### src/hw/crgs_regs.svh
// Constants of the clock reset generator sequencer: offsets, fields, counts.
// Assumes an 8-bit register set reached as word indices over a 32-bit bus.
//
// Summary of operation
// Five reset sources start the reset sequence.
// Drive reset pin low 516 cycles.
// Entry asynchronous; exit sequencing needs running clock.
// Wait 256 cycles after release, then sample.
// Vector: low pin system, else osc, watchdog.
// Processor reset held through whole sequence.
// Processor reset held while pin held low.
// Oscillator failure resets only when oscillator enabled.
// Watchdog timeout resets and marks watchdog pending.
// Board keeps pin rise within 256 cycles.
// Lock status change sets lock flag.
// Writing one clears lock flag.
// Lock request only while lock enable set.
// Factory test register readable, writes ignored.
// Startup: core clock oscillator, bus half.
// Oscillator off forces amplifier output high.
// Power-on sets flag; write one clears.
// Illegal access sets flag; write one clears.
// Stop or control writes clear lock status silently.
// Hold one-hot vector class after sequence.
`ifndef CRGS_REGS_SVH
`define CRGS_REGS_SVH

// ----------------------------------------------------------------------
// Sequence counts in oscillator clock cycles
// ----------------------------------------------------------------------
`define CRGS_CNT_W          10
`define CRGS_DRIVE_CYCLES   10'h204
`define CRGS_WAIT_CYCLES    10'h100
`define CRGS_SEQ_CYCLES     10'h300

// ----------------------------------------------------------------------
// Register word indices (byte address is four times the index)
// ----------------------------------------------------------------------
`define CRGS_IDX_FLAG       6'h30
`define CRGS_IDX_CTL0       6'h31
`define CRGS_IDX_CTL1       6'h32
`define CRGS_IDX_TUNE       6'h33
`define CRGS_IDX_VECTOR     6'h34
`define CRGS_IDX_TEST_B     6'h3B

// ----------------------------------------------------------------------
// Field positions and reset values
// ----------------------------------------------------------------------
`define CRGS_BIT_POR        6
`define CRGS_BIT_LOCKF      4
`define CRGS_BIT_LOCK_ST    3
`define CRGS_BIT_ILA        2
`define CRGS_BIT_OSC_EN     7
`define CRGS_BIT_LOCK_IE    4
`define CRGS_TUNE_RESET     8'h00
`define CRGS_TEST_B_VALUE   8'h00

`endif

### src/hw/crgs_pkg.sv
// Types of the clock reset generator sequencer.
// Assumes the constants header is compiled alongside.
package crgs_pkg;

    // ------------------------------------------------------------------
    // Sequencer states, one-hot
    // ------------------------------------------------------------------
    typedef enum logic [3:0] {
        SEQ_RUN   = 4'h1,
        SEQ_DRIVE = 4'h2,
        SEQ_WAIT  = 4'h4,
        SEQ_HOLD  = 4'h8
    } crgs_seq_t;

    // ------------------------------------------------------------------
    // Reset vector classes, one-hot
    // ------------------------------------------------------------------
    typedef enum logic [2:0] {
        VEC_SYS  = 3'h1,
        VEC_OSC  = 3'h2,
        VEC_WDOG = 3'h4
    } crgs_vec_t;

    // ------------------------------------------------------------------
    // Whole state of the top module
    // ------------------------------------------------------------------
    typedef struct packed {
        crgs_seq_t   seq;
        crgs_vec_t   vec;
        logic        cpu_rst;
        logic        pin_oe;
        logic        wdog_pend;
        logic        osc_pend;
        logic        por_flag;
        logic        ila_flag;
        logic        lock_st;
        logic        lock_flag;
        logic        lock_ie;
        logic        osc_en;
        logic [7:0]  tune;
        logic        bus_div;
        logic        ack;
        logic [7:0]  rdata;
    } crgs_state_t;

endpackage

### src/hw/crgs_cnt_if.sv
// Link between the sequencer and its cycle counter.
// Assumes one clock shared by both ends.
`timescale 1ns/1ps
`include "crgs_regs.svh"
interface crgs_cnt_if;
    logic                   load;
    logic [`CRGS_CNT_W-1:0] load_val;
    logic                   done;

    modport cnt (input load, input load_val, output done);
    modport ctl (output load, output load_val, input done);
endinterface

### src/hw/crgs_top.sv
// Reset generator, lock flag logic and register slave of the clock unit.
// Assumes clk_i is the controlled oscillator clock, Avalon-MM master on
// the bus side, and a reset pin resolved outside from its enable.
`timescale 1ns/1ps
`include "crgs_regs.svh"
module crgs_top (
    input  wire logic        clk_i,
    input  wire logic        resetn_i,
    // Avalon-MM slave
    input  wire logic [7:0]  avs_address_i,
    input  wire logic        avs_read_i,
    input  wire logic        avs_write_i,
    input  wire logic [31:0] avs_writedata_i,
    input  wire logic [3:0]  avs_byteenable_i,
    output logic      [31:0] avs_readdata_o,
    output logic             avs_waitrequest_o,
    // Reset sources
    input  wire logic        reset_pin_i,
    input  wire logic        illegal_addr_i,
    input  wire logic        watchdog_timeout_i,
    input  wire logic        osc_clock_fail_i,
    // Lock detection and low power
    input  wire logic        lock_detect_i,
    input  wire logic        stop_mode_i,
    // Reset pin and processor
    output logic             reset_pin_o,
    output logic             reset_pin_oe_o,
    output logic             cpu_reset_o,
    output logic      [2:0]  vector_sel_o,
    output logic             lock_irq_o,
    // Clock and oscillator control
    output logic             bus_clk_en_o,
    output logic             osc_run_o,
    output logic             osc_amp_force_high_o,
    output logic      [7:0]  loop_tune_o
);

    // ------------------------------------------------------------------
    // Reset state of the whole module
    // ------------------------------------------------------------------
    localparam crgs_pkg::crgs_state_t RESET_STATE = '{
        seq:       crgs_pkg::SEQ_DRIVE,
        vec:       crgs_pkg::VEC_SYS,
        cpu_rst:   1'b1,
        pin_oe:    1'b1,
        wdog_pend: 1'b0,
        osc_pend:  1'b0,
        por_flag:  1'b1,
        ila_flag:  1'b0,
        lock_st:   1'b0,
        lock_flag: 1'b0,
        lock_ie:   1'b0,
        osc_en:    1'b0,
        tune:      `CRGS_TUNE_RESET,
        bus_div:   1'b0,
        ack:       1'b0,
        rdata:     8'h00
    };

    crgs_pkg::crgs_state_t s_reg;
    crgs_pkg::crgs_state_t s_next;

    crgs_cnt_if            cnt_bus ();

    logic [5:0]            word_idx;
    logic [7:0]            wdata;
    logic                  wr_en;
    logic                  wr_flag;
    logic                  wr_ctl0;
    logic                  wr_ctl1;
    logic                  wr_tune;
    logic                  osc_fail;
    logic                  int_event;
    logic                  lock_clr;
    logic                  lock_change;

    // ------------------------------------------------------------------
    // Phase counter
    // ------------------------------------------------------------------
    crgs_cycle_cnt #(
        .RESET_VAL (`CRGS_DRIVE_CYCLES - 10'h001)
    ) u_cycle_cnt (
        .clk_i    (clk_i),
        .resetn_i (resetn_i),
        .cnt_bus  (cnt_bus)
    );

    // ------------------------------------------------------------------
    // Bus decode
    // ------------------------------------------------------------------
    assign word_idx = avs_address_i[7:2];
    assign wdata    = avs_writedata_i[7:0];
    assign wr_en    = avs_write_i & s_reg.ack & avs_byteenable_i[0];
    assign wr_flag  = wr_en & (word_idx == `CRGS_IDX_FLAG);
    assign wr_ctl0  = wr_en & (word_idx == `CRGS_IDX_CTL0);
    assign wr_ctl1  = wr_en & (word_idx == `CRGS_IDX_CTL1);
    assign wr_tune  = wr_en & (word_idx == `CRGS_IDX_TUNE);

    // ------------------------------------------------------------------
    // Reset sources
    // ------------------------------------------------------------------
    assign osc_fail  = s_reg.osc_en & osc_clock_fail_i;
    assign int_event = illegal_addr_i | watchdog_timeout_i | osc_fail;

    // ------------------------------------------------------------------
    // Lock status tracking
    // ------------------------------------------------------------------
    assign lock_clr    = stop_mode_i | wr_ctl0 | wr_tune;
    assign lock_change = ~lock_clr & (lock_detect_i != s_reg.lock_st);

    // ------------------------------------------------------------------
    // Read value of a register index
    // ------------------------------------------------------------------
    function automatic logic [7:0] read_value(
        input crgs_pkg::crgs_state_t s,
        input logic [5:0]            idx
    );
        logic [7:0] v;
        v = 8'h00;
        case (idx)
            `CRGS_IDX_FLAG: begin
                v[`CRGS_BIT_POR]    = s.por_flag;
                v[`CRGS_BIT_LOCKF]  = s.lock_flag;
                v[`CRGS_BIT_LOCK_ST] = s.lock_st;
                v[`CRGS_BIT_ILA]    = s.ila_flag;
            end
            `CRGS_IDX_CTL0: begin
                v[`CRGS_BIT_OSC_EN] = s.osc_en;
            end
            `CRGS_IDX_CTL1: begin
                v[`CRGS_BIT_LOCK_IE] = s.lock_ie;
            end
            `CRGS_IDX_TUNE: begin
                v = s.tune;
            end
            `CRGS_IDX_VECTOR: begin
                v = {5'h00, s.vec};
            end
            `CRGS_IDX_TEST_B: begin
                v = `CRGS_TEST_B_VALUE;
            end
            default: begin
                v = 8'h00;
            end
        endcase
        return v;
    endfunction

    // ------------------------------------------------------------------
    // Next state
    // ------------------------------------------------------------------
    always_comb begin
        s_next           = s_reg;
        cnt_bus.load     = 1'b0;
        cnt_bus.load_val = `CRGS_DRIVE_CYCLES;

        // Bus: one wait state, read data captured on the first cycle
        s_next.ack = (avs_read_i | avs_write_i) & ~s_reg.ack;
        if (avs_read_i & ~s_reg.ack) begin
            s_next.rdata = read_value(s_reg, word_idx);
        end

        // Control registers
        if (wr_ctl0) begin
            s_next.osc_en = wdata[`CRGS_BIT_OSC_EN];
        end
        if (wr_ctl1) begin
            s_next.lock_ie = wdata[`CRGS_BIT_LOCK_IE];
        end
        if (wr_tune) begin
            s_next.tune = wdata;
        end

        // Sticky flags: set wins over a clear in the same cycle
        if (wr_flag & wdata[`CRGS_BIT_POR]) begin
            s_next.por_flag = 1'b0;
        end
        if (wr_flag & wdata[`CRGS_BIT_ILA]) begin
            s_next.ila_flag = 1'b0;
        end
        if (illegal_addr_i) begin
            s_next.ila_flag = 1'b1;
        end
        if (wr_flag & wdata[`CRGS_BIT_LOCKF]) begin
            s_next.lock_flag = 1'b0;
        end
        if (lock_change) begin
            s_next.lock_flag = 1'b1;
        end

        // Lock status follows the loop unless forced clear
        if (lock_clr) begin
            s_next.lock_st = 1'b0;
        end else begin
            s_next.lock_st = lock_detect_i;
        end

        // Pending causes for vector selection
        if (watchdog_timeout_i) begin
            s_next.wdog_pend = 1'b1;
        end
        if (osc_fail) begin
            s_next.osc_pend = 1'b1;
        end

        // Reset sequencer
        case (s_reg.seq)
            crgs_pkg::SEQ_RUN: begin
                if (int_event | ~reset_pin_i) begin
                    s_next.seq       = crgs_pkg::SEQ_DRIVE;
                    cnt_bus.load     = 1'b1;
                    cnt_bus.load_val = `CRGS_DRIVE_CYCLES;
                end
            end
            crgs_pkg::SEQ_DRIVE: begin
                if (int_event) begin
                    cnt_bus.load     = 1'b1;
                    cnt_bus.load_val = `CRGS_DRIVE_CYCLES;
                end else if (cnt_bus.done) begin
                    s_next.seq       = crgs_pkg::SEQ_WAIT;
                    cnt_bus.load     = 1'b1;
                    cnt_bus.load_val = `CRGS_WAIT_CYCLES;
                end
            end
            crgs_pkg::SEQ_WAIT: begin
                if (int_event) begin
                    s_next.seq       = crgs_pkg::SEQ_DRIVE;
                    cnt_bus.load     = 1'b1;
                    cnt_bus.load_val = `CRGS_DRIVE_CYCLES;
                end else if (cnt_bus.done) begin
                    s_next.wdog_pend = 1'b0;
                    s_next.osc_pend  = 1'b0;
                    if (!reset_pin_i) begin
                        s_next.vec = crgs_pkg::VEC_SYS;
                        s_next.seq = crgs_pkg::SEQ_HOLD;
                    end else if (s_reg.osc_pend) begin
                        s_next.vec = crgs_pkg::VEC_OSC;
                        s_next.seq = crgs_pkg::SEQ_RUN;
                    end else if (s_reg.wdog_pend) begin
                        s_next.vec = crgs_pkg::VEC_WDOG;
                        s_next.seq = crgs_pkg::SEQ_RUN;
                    end else begin
                        s_next.vec = crgs_pkg::VEC_SYS;
                        s_next.seq = crgs_pkg::SEQ_RUN;
                    end
                end
            end
            crgs_pkg::SEQ_HOLD: begin
                if (int_event) begin
                    s_next.seq       = crgs_pkg::SEQ_DRIVE;
                    cnt_bus.load     = 1'b1;
                    cnt_bus.load_val = `CRGS_DRIVE_CYCLES;
                end else if (reset_pin_i) begin
                    s_next.seq = crgs_pkg::SEQ_RUN;
                end
            end
            default: begin
                s_next.seq       = crgs_pkg::SEQ_DRIVE;
                cnt_bus.load     = 1'b1;
                cnt_bus.load_val = `CRGS_DRIVE_CYCLES;
            end
        endcase

        // Pin drive and processor reset follow the next state
        s_next.pin_oe  = (s_next.seq == crgs_pkg::SEQ_DRIVE);
        s_next.cpu_rst = (s_next.seq != crgs_pkg::SEQ_RUN);

        // Bus clock enable at half the core clock rate
        s_next.bus_div = ~s_reg.bus_div;
    end

    // ------------------------------------------------------------------
    // State register
    // ------------------------------------------------------------------
    always_ff @(posedge clk_i or negedge resetn_i) begin
        if (!resetn_i) begin
            s_reg <= RESET_STATE;
        end else begin
            s_reg <= s_next;
        end
    end

    // ------------------------------------------------------------------
    // Outputs
    // ------------------------------------------------------------------
    assign avs_readdata_o       = {24'h000000, s_reg.rdata};
    assign avs_waitrequest_o    = (avs_read_i | avs_write_i) & ~s_reg.ack;
    assign reset_pin_o          = 1'b0;
    assign reset_pin_oe_o       = s_reg.pin_oe;
    assign cpu_reset_o          = s_reg.cpu_rst;
    assign vector_sel_o         = s_reg.vec;
    assign lock_irq_o           = s_reg.lock_flag & s_reg.lock_ie;
    assign bus_clk_en_o         = s_reg.bus_div;
    assign osc_run_o            = s_reg.osc_en;
    assign osc_amp_force_high_o = ~s_reg.osc_en;
    assign loop_tune_o          = s_reg.tune;

endmodule // crgs_top

### src/hw/crgs_cycle_cnt.sv
// Down counter that times the drive and wait phases of the reset sequence.
// Assumes load carries the phase length in cycles, at least one.
`timescale 1ns/1ps
`include "crgs_regs.svh"
module crgs_cycle_cnt #(
    parameter logic [`CRGS_CNT_W-1:0] RESET_VAL = `CRGS_DRIVE_CYCLES - 10'h001
) (
    input  wire logic clk_i,
    input  wire logic resetn_i,
    crgs_cnt_if.cnt   cnt_bus
);
    typedef struct packed {
        logic [`CRGS_CNT_W-1:0] count;
    } crgs_cnt_state_t;

    crgs_cnt_state_t s_reg;
    crgs_cnt_state_t s_next;

    // ------------------------------------------------------------------
    // Next count
    // ------------------------------------------------------------------
    always_comb begin
        s_next = s_reg;
        if (cnt_bus.load) begin
            s_next.count = cnt_bus.load_val - 10'h001;
        end else if (s_reg.count != 10'h000) begin
            s_next.count = s_reg.count - 10'h001;
        end
    end

    always_ff @(posedge clk_i or negedge resetn_i) begin
        if (!resetn_i) begin
            s_reg.count <= RESET_VAL;
        end else begin
            s_reg <= s_next;
        end
    end

    assign cnt_bus.done = (s_reg.count == 10'h000);

endmodule // crgs_cycle_cnt

### config.mk
export PLATFORM = sky130hd
export DESIGN_NAME = crgs_top
export DESIGN_NICKNAME = d
export VERILOG_FILES = /design/src/hw/crgs_pkg.sv /design/src/hw/crgs_cnt_if.sv /design/src/hw/crgs_top.sv /design/src/hw/crgs_cycle_cnt.sv
export VERILOG_INCLUDE_DIRS = /design/src /design/src/hw
export SDC_FILE = /design/constraint.sdc
export NUM_CORES = 1
export LEC_CHECK = 0
export BUFFER_PORTS_ARGS = -buffer_cell sky130_fd_sc_hd__clkbuf_2
export CAP_MARGIN = 20
export CORE_MARGIN = 10
export CORE_UTILIZATION = 44
export CTS_CLUSTER_SIZE = 10
export DETAILED_ROUTE_END_ITERATION = 6
export PLACE_DENSITY = 0.74
export SYNTH_ARGS = -nofsm -noshare
export SYNTH_HDL_FRONTEND = slang
export SYNTH_SLANG_ARGS = --single-unit
### constraint.sdc
create_clock -name clk_i -period 2.64 [get_ports clk_i]
set_input_delay 0.132 -clock clk_i [delete_from_list [all_inputs] [get_ports clk_i]]
set_output_delay 0.132 -clock clk_i [all_outputs]
set_load 0.03 [all_outputs]
Word-level counts from Yosys, hierarchy flattened

Index checks and enable logic that the tools add are counted.
W data, S select, Z words.

Add/sub/neg operators: 2
Equal/unequal tests: 12
Mux-type cells: 37
Bitwise logic cells: 26
Reductions and logical operators: 7

Operators by type and width:

| kind                    | count |
|---|---|
| $mux W10                | 5 |
| $eq A6 B6 Y1 const B    | 5 |
| $mux W4                 | 6 |
| $mux W7                 | 3 |
| $sub A10 B1 Y10 const B | 2 |
| $pmux W4 S4             | 1 |
| $and A1 B1 Y1           | 14 |
| $mux W1                 | 12 |
| $logic_not A10 Y1       | 1 |
| $reduce_bool A10 Y1     | 1 |
| $eq A4 B2 Y1 const B    | 2 |
| $mux W2                 | 3 |
| $not A1 Y1              | 6 |
| $or A1 B1 Y1            | 6 |
| $pmux W1 S3             | 2 |
| $pmux W2 S3             | 1 |
| $reduce_bool A2 Y1      | 3 |
| $eq A4 B1 Y1 const B    | 1 |
| $eq A4 B3 Y1 const B    | 1 |
| $eq A4 B4 Y1 const B    | 1 |
| $ne A4 B1 Y1 const B    | 1 |
| $pmux W1 S2             | 2 |
| $pmux W2 S2             | 1 |
| $mux W3                 | 1 |
| 3 further kinds         | 3 |

Register bits after elaboration: 45
Bits of input ports: 54
Output and inout port bits: 51
Logic and storage cells: 101

Depth between registers and ports, before layout

Gate-level depths: netlist of run 1.

Depth after elaboration: 8
Gate-level depth with buffers: 11
Depth with buffers taken out: 10

By module

A second synthesis of run 1 with hierarchy kept.

Cells, all modules: 269
Area total of the unflattened synthesis: 2802.7 µm²

Modules (own cells, without submodules):

| module         | instances | cells an instance | area each (µm²) | seq. area each (µm²) |
|---|---|---|---|---|
| crgs_top       | 1         | 193               | 2055.7          | 882.1 |
| crgs_cycle_cnt | 1         | 76                | 747.0           | 254.0 |

Worst setup path after synthesis of run 1

No wires, ideal clock.

Path kind: register -> register
From: reg s_reg[31] (netlist bit)
To: reg u_cycle_cnt.s_reg[8] (netlist bit)
Setup time: 0.121 ns
Arrival: 2.411 ns
Data required time: 2.519 ns
Path slack: 0.108 ns
Stages on the path, launching flop included: 12
Buffers on the path: 1
Clock period less this slack: 2.532 ns
Cells stage by stage: dfrtp_1 -> buf_2 -> o21a_1 -> a311oi_1 -> o21ai_2 -> nor2_2 -> nand2_1 -> ha_1 -> nor2b_1 -> nand3_1 -> mux2_2 -> o2bb2ai_1

Cells in the longest elaborated chain, start to end: 4
Elaborated cells on any way between the ends: 10
Those cells by class: add/sub: 1; eq/ne: 4; mux: 3; reduce/logical: 2

Ends and longest elaborated chain:

| what                                           | line                                  | source |
|---|---|---|
| start, declared                                | crgs_top.sv:60                        | `crgs_pkg::crgs_state_t s_reg;` |
| start signal, assigned                         | crgs_top.sv:279                       | `s_reg <= s_next;` |
| $eq A4 B2 Y1 (tied with other cells)           | crgs_top.sv:207                       | `case (s_reg.seq)` |
| $mux W10 or $reduce_or A2 Y1 (tied branches)   | n/a                                   |  |
| $sub A10 B1 Y10 or $pmux W1 S3 (tied branches) | crgs_cycle_cnt.sv:25, crgs_top.sv:207 |  |
| $mux W10 or $reduce_bool A2 Y1 (tied branches) | n/a                                   |  |
| end signal, assigned                           | crgs_cycle_cnt.sv:35                  | `s_reg <= s_next;` |
| end, declared                                  | crgs_cycle_cnt.sv:16                  | `crgs_cnt_state_t s_reg;` |

Several ways; a longest one is shown, not always the timed one.
A chain may end at the register's enable or synchronous reset.

Worst setup path in the final report of run 1

From: reg s_reg[32] (netlist bit)
To: reg u_cycle_cnt.s_reg[8] (netlist bit)

Same word-level chain as after synthesis.

==> results of run 1 <==
## path summary, 6_finish.rpt
| path | slack (ns) | depth (start not counted) | endpoint | from |
|---|---|---|---|---|
| worst max-delay path | 0.16 | 10 | u_cycle_cnt.s_reg[8] | s_reg[32] |
| worst min register to register | 0.42 | 1 | bus_clk_en_o | bus_clk_en_o |
| worst max register to register | 0.16 | 10 | u_cycle_cnt.s_reg[8] | s_reg[32] |
| max in group asynchronous | 1.65 | 3 | u_cycle_cnt.s_reg[1] | resetn_i |
| min in group asynchronous | 0.38 | 2 | loop_tune_o[5] | resetn_i |
| worst min-delay path | 0.06 | 2 | loop_tune_o[1] | avs_writedata_i[1] |
## through the flow
stage	power, mW	area, um^2	setup WS [ns]	instances	TNS, ns
final	1.53	2940	0.159	381	0
after global routing	1.61	2940	0.0366	381	0
after CTS	1.53	2870	0.0308	377	0
after detailed placement	0.981	2740	-0.0181	368	-0.0181
after global placement	0.976	2740	0.103	368	0
after floorplan	0.939	2700	0.108	286	0
## final cells by class
| cell class | instances | share of cell area (%) |
|---|---|---|
| Sequential cell | 45 | 38.6 |
| Inverter | 7 | 0.893 |
| Clock inverter | 2 | 1.28 |
| Timing Repair Buffer | 67 | 13.7 |
| Tap cell | 75 | 3.19 |
| Clock buffer | 6 | 2.81 |
| Multi-Input combinational cell | 179 | 39.5 |
## power groups by stage
| stage | clock [mW] | sequential, mW | combinational [mW] |
|---|---|---|---|
| 2_1_floorplan | 0 | 0.749 | 0.190 |
| 3_3_place_gp | 0 | 0.749 | 0.228 |
| 3_5_place_dp | 0 | 0.749 | 0.232 |
| 4_1_cts | 0.561 | 0.737 | 0.234 |
| 5_1_grt | 0.599 | 0.740 | 0.270 |
| 6_report | 0.543 | 0.737 | 0.248 |
## synth_stat cells (2+ instances only)
| library cell | instances | area, um^2 |
|---|---|---|
| a211oi_1 | 2 | 15.0 |
| nand2b_1 | 3 | 18.8 |
| nand2_1 | 26 | 97.6 |
| nand3b_1 | 3 | 22.5 |
| a22oi_1 | 5 | 37.5 |
| nand4_1 | 3 | 18.8 |
| o21a_1 | 2 | 15.0 |
| a311oi_1 | 2 | 17.5 |
| clkbuf_1 | 4 | 15.0 |
| nand3_1 | 6 | 30.0 |
| a31oi_1 | 3 | 18.8 |
| inv_1 | 7 | 26.3 |
| mux2_2 | 11 | 124 |
| o31ai_1 | 2 | 15.0 |
| buf_2 | 3 | 15.0 |
| a22o_1 | 2 | 17.5 |
| buf_4 | 46 | 345 |
| dfstp_2 | 8 | 210 |
| o21ai_0 | 13 | 65.1 |
| o32ai_1 | 3 | 26.3 |
| xor2_1 | 4 | 35.0 |
| nor2_1 | 10 | 37.5 |
| and3_1 | 3 | 18.8 |
| nor2b_1 | 4 | 25.0 |
| o211ai_1 | 2 | 15.0 |
| a21oi_1 | 7 | 35.0 |
| nor3_1 | 4 | 20.0 |
| mux2_4 | 2 | 30.0 |
| dfrtp_1 | 37 | 926 |
| buf_6 | 2 | 22.5 |
| and2_1 | 5 | 31.3 |
## logic make-up (layout without fill, tap and decap cells)
| kind of cell | count (synthesis) | count (layout) | share of synthesized area, % |
|---|---|---|---|
| AO/OA/AOI/OAI | 54 | 54 | 14.9 |
| AND/OR/NAND/NOR | 80 | 80 | 16.8 |
| other | 1 | 25 | 0.143 |
| multiplexers | 14 | 14 | 6.27 |
| adder cells (fa/ha/maj) | 1 | 1 | 0.479 |
| flip-flops | 45 | 45 | 43.5 |
| XOR/XNOR | 5 | 5 | 1.68 |
| buffers and inverters | 62 | 82 | 16.2 |
## per-layer routing
| metal | GRT usage, % | wire (um) | up-vias |
|---|---|---|---|
| li1 | - | - | 935 |
| met4 | 3.63 | 62 | 0 |
| met3 | 4.05 | 399 | 6 |
| met2 | 20.0 | 2800 | 57 |
| met5 | 0 | 0 | - |
| met1 | 14.1 | 2430 | 940 |
## what timing repair did
action                                  in CTS  in global routing
endpoints found under the setup margin       1                  3
buffers inserted                             0                  2
hold endpoints to repair                     1                 19
resized for setup                            1                  3
hold buffers                                 1                  1
==> flow_summary.yaml, run 1 <==
outcome:
  outcome: "completed"
route:
  vias_per_cell: 5.09
  wl_um: 5690
  drc_errors: 0
  vias: 1938
  drt-initial-drc-count: 100
  ant_nets: 0
  first_pass_iters: 4
  routedWlPerCell_um: 14.9
global_routing:
  antenna_found_initial: 0
  grt_max_degree: 44
  grt_pass1_vias: 1973
  grt_overflow_total: 0
  grt_pass1_wl_um: 9550
  grt_usage_pct: 12.0
floorplan:
  start_util_pct: 44.7
  rows: 28
  ios: 105
  fp.dieH_um: 97.1
  coreArea_um2: 5850
  die_w_um: 97.1
  die-area_um2: 9420
worst_setup_path:
  worst_ep_required_time_ns: 2.82
  worstSetupPathType: "reg -> reg"
  crit_path_max_fanout: 9
  crit_arrival_ns: 2.67
  critical_path.top_delay_family: "simple AND/OR/NAND/NOR gates"
  critPathBufInv: 0
  worstPathCellList: "nand2b_1 -> a311oi_2 -> o21ai_2 -> nor2_2 -> nand2_1 -> ha_1 -> nor2b_4 -> nand3_1 -> mux2_2 -> o2bb2ai_1"
  startpoint_type: "flip-flop"
  slowest_delay_ns: 0.61
  endpoint_kind: "flip-flop"
  crit_slowest_cell: "dfstp_2"
sta:
  timing_hold_violations_final: 0
  fin_crit_ns: 2.48
  fmax_ghz: 0.403
  relSlewSlack_pct: 57.8
  setup_viol: 0
  slew_violations: 0
  rsz0062_at_grt: "no"
  clock-skew-final_ns: 0.00664
  holdWs_ns: 0.0569
  min_period_over_period_pct: 94.0
  worst_slew_pin_slew_ns: 0.633
power:
  switching_share_pct: 27.5
  clockPowerShare_pct: 35.5
  pwr-share-seq_pct: 48.2
  cellPowerDensity_nw_per_um2: 519
  netSwitchingPower_uw: 420
  peakVddDrop_v: 0.000250
  p_leak_nw: 1.39
  pwr-share-comb_pct: 16.2
  cell_internal_pwr_mw: 1.11
layout:
  largest_register_ffs: 12
  final_common_cell: "clkbuf_2"
  n_fill_cell: 545
  layout_common_cells: "clkbuf_2 (50), dfrtp_1 (37), nand2_1 (26), conb_1 (25), buf_4 (14)"
  syn2layout_area_growth_pct: 12.6
  finalCoreUtilization_pct: 50.3
  nNetsFinal: 360
  multi_input_area_um2: 1160
  diodes: 0
  regArea_um2: 1140
  drive_above_1_share_pct: 34.6
synth:
  yosysWarnings: 0
  syn_area_um2: 2610
  syn_inst: 262
  synth_cell_types: 59
  yosys_register_bits: 45
  synth_area_per_cell_um2: 9.98
  synth_edf_count: 0
  seq_area_frac_synth_pct: 43.5
  synth_flop_cell: "dfrtp_1"
  async_flop_share_pct: 100
clock_tree:
  cts_buffers: 5
  cts_sinks: 45
  clk_latency_ns: 0.30
  cts_tree: "done"
  clockBufferDepth: 2
  htree_num_levels: 2
  root_buffer: "clkbuf_8"
  clk_pin_slew_worst_paths_ns: 0.09
place:
  port_buffers: 50
  hpwl_um: 4390
  gp_congestion: 0.819
flow_run:
  maxCapViolCount: 0
min_path:
  min_path_type: "in -> reg"
(Power assumes the default switching activity.)
==> run 2: changes to the inputs <==
CORE_ASPECT_RATIO = 0.5   (was default)
RECOVER_POWER = 50   (was default)
==> run 2 against run 1 <==
Routed wire length rose by 2.0%. Non-clock buffer count down 3. Combinational power down 4%. Clock skew increased by 0.00073 ns. Global-route usage is 0.30 points higher. Sequential cell count unchanged.
==> flow_summary.yaml, run 2 (same netlist as run 1, synthesis figures left out) <==
floorplan:
  coreArea_um2: 5610
  rows: 19
  ios: 105
  fp.dieH_um: 74.5
  die-area_um2: 9610
  start_util_pct: 46.6
  die_w_um: 129
worst_setup_path:
  reg2reg_depth: 10
  endpoint_kind: "flip-flop"
  worstReg2RegStart: "u_cycle_cnt.s_reg[2]"
  worstSetupPathType: "reg -> reg"
  rrSetupSlack_ns: 0.15
  regToRegEndpoint: "u_cycle_cnt.s_reg[8]"
  crit_path_max_fanout: 5
  crit_end: "u_cycle_cnt.s_reg[8]"
  crit_slowest_cell: "dfrtp_2"
  crit_arrival_ns: 2.67
  worst_ep_required_time_ns: 2.81
  worstPathCellList: "nor4_4 -> and4_1 -> and2_2 -> nor2_4 -> nand2_1 -> ha_1 -> nor2b_4 -> nand3_1 -> mux2_2 -> o2bb2ai_1"
  startpoint: "u_cycle_cnt.s_reg[2]"
  slowest_delay_ns: 0.45
  startpoint_type: "flip-flop"
power:
  total_power_mw: 1.61
  cellPowerDensity_nw_per_um2: 553
  p_leak_nw: 1.34
  peakVddDrop_v: 0.000292
clock_tree:
  cts_tree: "done"
  clk_latency_ns: 0.29
  root_buffer: "clkbuf_16"
  cts_sinks: 45
  clockBufferDepth: 2
  htree_num_levels: 2
  clk_pin_slew_worst_paths_ns: 0.07
  cts_buffers: 5
flow_run:
  maxCapViolCount: 0
place:
  hpwl_um: 4320
  port_buffers: 50
  gp_congestion: 0.867
layout:
  layout_common_cells: "clkbuf_2 (41), dfrtp_1 (36), nand2_1 (26), conb_1 (25), o21ai_0 (13)"
  largest_register_ffs: 12
  regArea_um2: 1140
  nNetsFinal: 357
  diodes: 0
  drive_above_1_share_pct: 30.7
  multi_input_area_um2: 1160
  final_common_cell: "clkbuf_2"
  syn2layout_area_growth_pct: 11.2
  n_fill_cell: 510
global_routing:
  grt_overflow_total: 0
  antenna_found_initial: 0
  grt_pass1_vias: 2023
  grt_pass1_wl_um: 9510
  grt_usage_pct: 12.3
  grt_max_degree: 46
sta:
  fin_crit_ns: 2.49
  clock-skew-final_ns: 0.00737
  min_period_over_period_pct: 94.5
  setup_viol: 0
  slew_violations: 0
  holdWs_ns: 0.0193
  setup_tns_ns: 0
  timing_hold_violations_final: 0
  worst_slew_pin_slew_ns: 0.908
  relSlewSlack_pct: 39.5
  fmax_ghz: 0.401
route:
  first_pass_iters: 4
  routedWlPerCell_um: 15.4
  ant_nets: 0
  vias: 1966
  drc_errors: 0
  wl_um: 5810
  vias_per_cell: 5.23
  drt-initial-drc-count: 173
outcome:
  outcome: "completed"
min_path:
  min_path_type: "in -> reg"
==> run 2: cell types whose count changed in the layout (fill, tap and decap cells not counted), sizes merged <==
cell,change
buf,-4
bufinv,-1
clkbuf,+1
dlygate4sd3,-1
inv,+2
==> run 2: area by class of cell <==
class                           count  area share, %
Clock inverter                      3          0.861
Tap cell                           73           3.14
Sequential cell                    45           39.1
Inverter                            7          0.904
Multi-Input combinational cell    179           40.0
Timing Repair Buffer               64           11.7
Clock buffer                        5           4.30
==> run 2: worst max-delay path: cells and delay by family (launching register included) <==
family	cells	cell delay, ns
and+or+nand+nor	7	1.30
DFF	1	0.45
muxes	1	0.29
adders and majority gates	1	0.22
AOI/OAI and AO/OA	1	0.12
==> run 2: through the flow <==
step	utilization [%]	worst slack, ns	cells	instance area (um^2)
floorplan	-	0.108	286	2700
detailed placement	48.4	0.00426	363	2720
finish	51.8	0.145	376	2910
global route	51.8	-0.00945	376	2910
CTS	51.2	0.0156	371	2870
global placement	48.4	0.0788	363	2720
==> run 2: layer usage <==
metal | global-route usage [%] | wire length (um)
met5 | 0 | 0
met3 | 3.62 | 468
met1 | 13.8 | 2470
met2 | 21.5 | 2770
met4 | 5.76 | 102
==> run 2: report_power, final <==
part / switching [mW] / total, mW / leakage [nW] / internal (mW)
combinational: 0.162 / 0.239 / 0.711 / 0.0766
clock: 0.273 / 0.631 / 0.0708 / 0.357
sequential: 0.0232 / 0.739 / 0.562 / 0.715
total: 0.459 / 1.61 / 1.34 / 1.15
==> run 2: worst min-delay path by stage <==
stage,depth (start not counted),from,end
global route,2,avs_writedata_i[6],s_reg[23]
global placement,2,avs_writedata_i[6],s_reg[23]
detailed placement,2,avs_writedata_i[6],s_reg[23]
floorplan,0,resetn_i,avs_readdata_o[0]
finish,2,avs_writedata_i[6],s_reg[23]
CTS,2,avs_writedata_i[6],s_reg[23]
==> run 2: timing repair <==
action                                  4_1_cts  5_1_grt
pin swaps                                     0        2
endpoints found under the setup margin        1        3
buffers inserted                              0        3
resized for setup                             1        4
hold buffers                                  0        1
hold endpoints to repair                      0        7
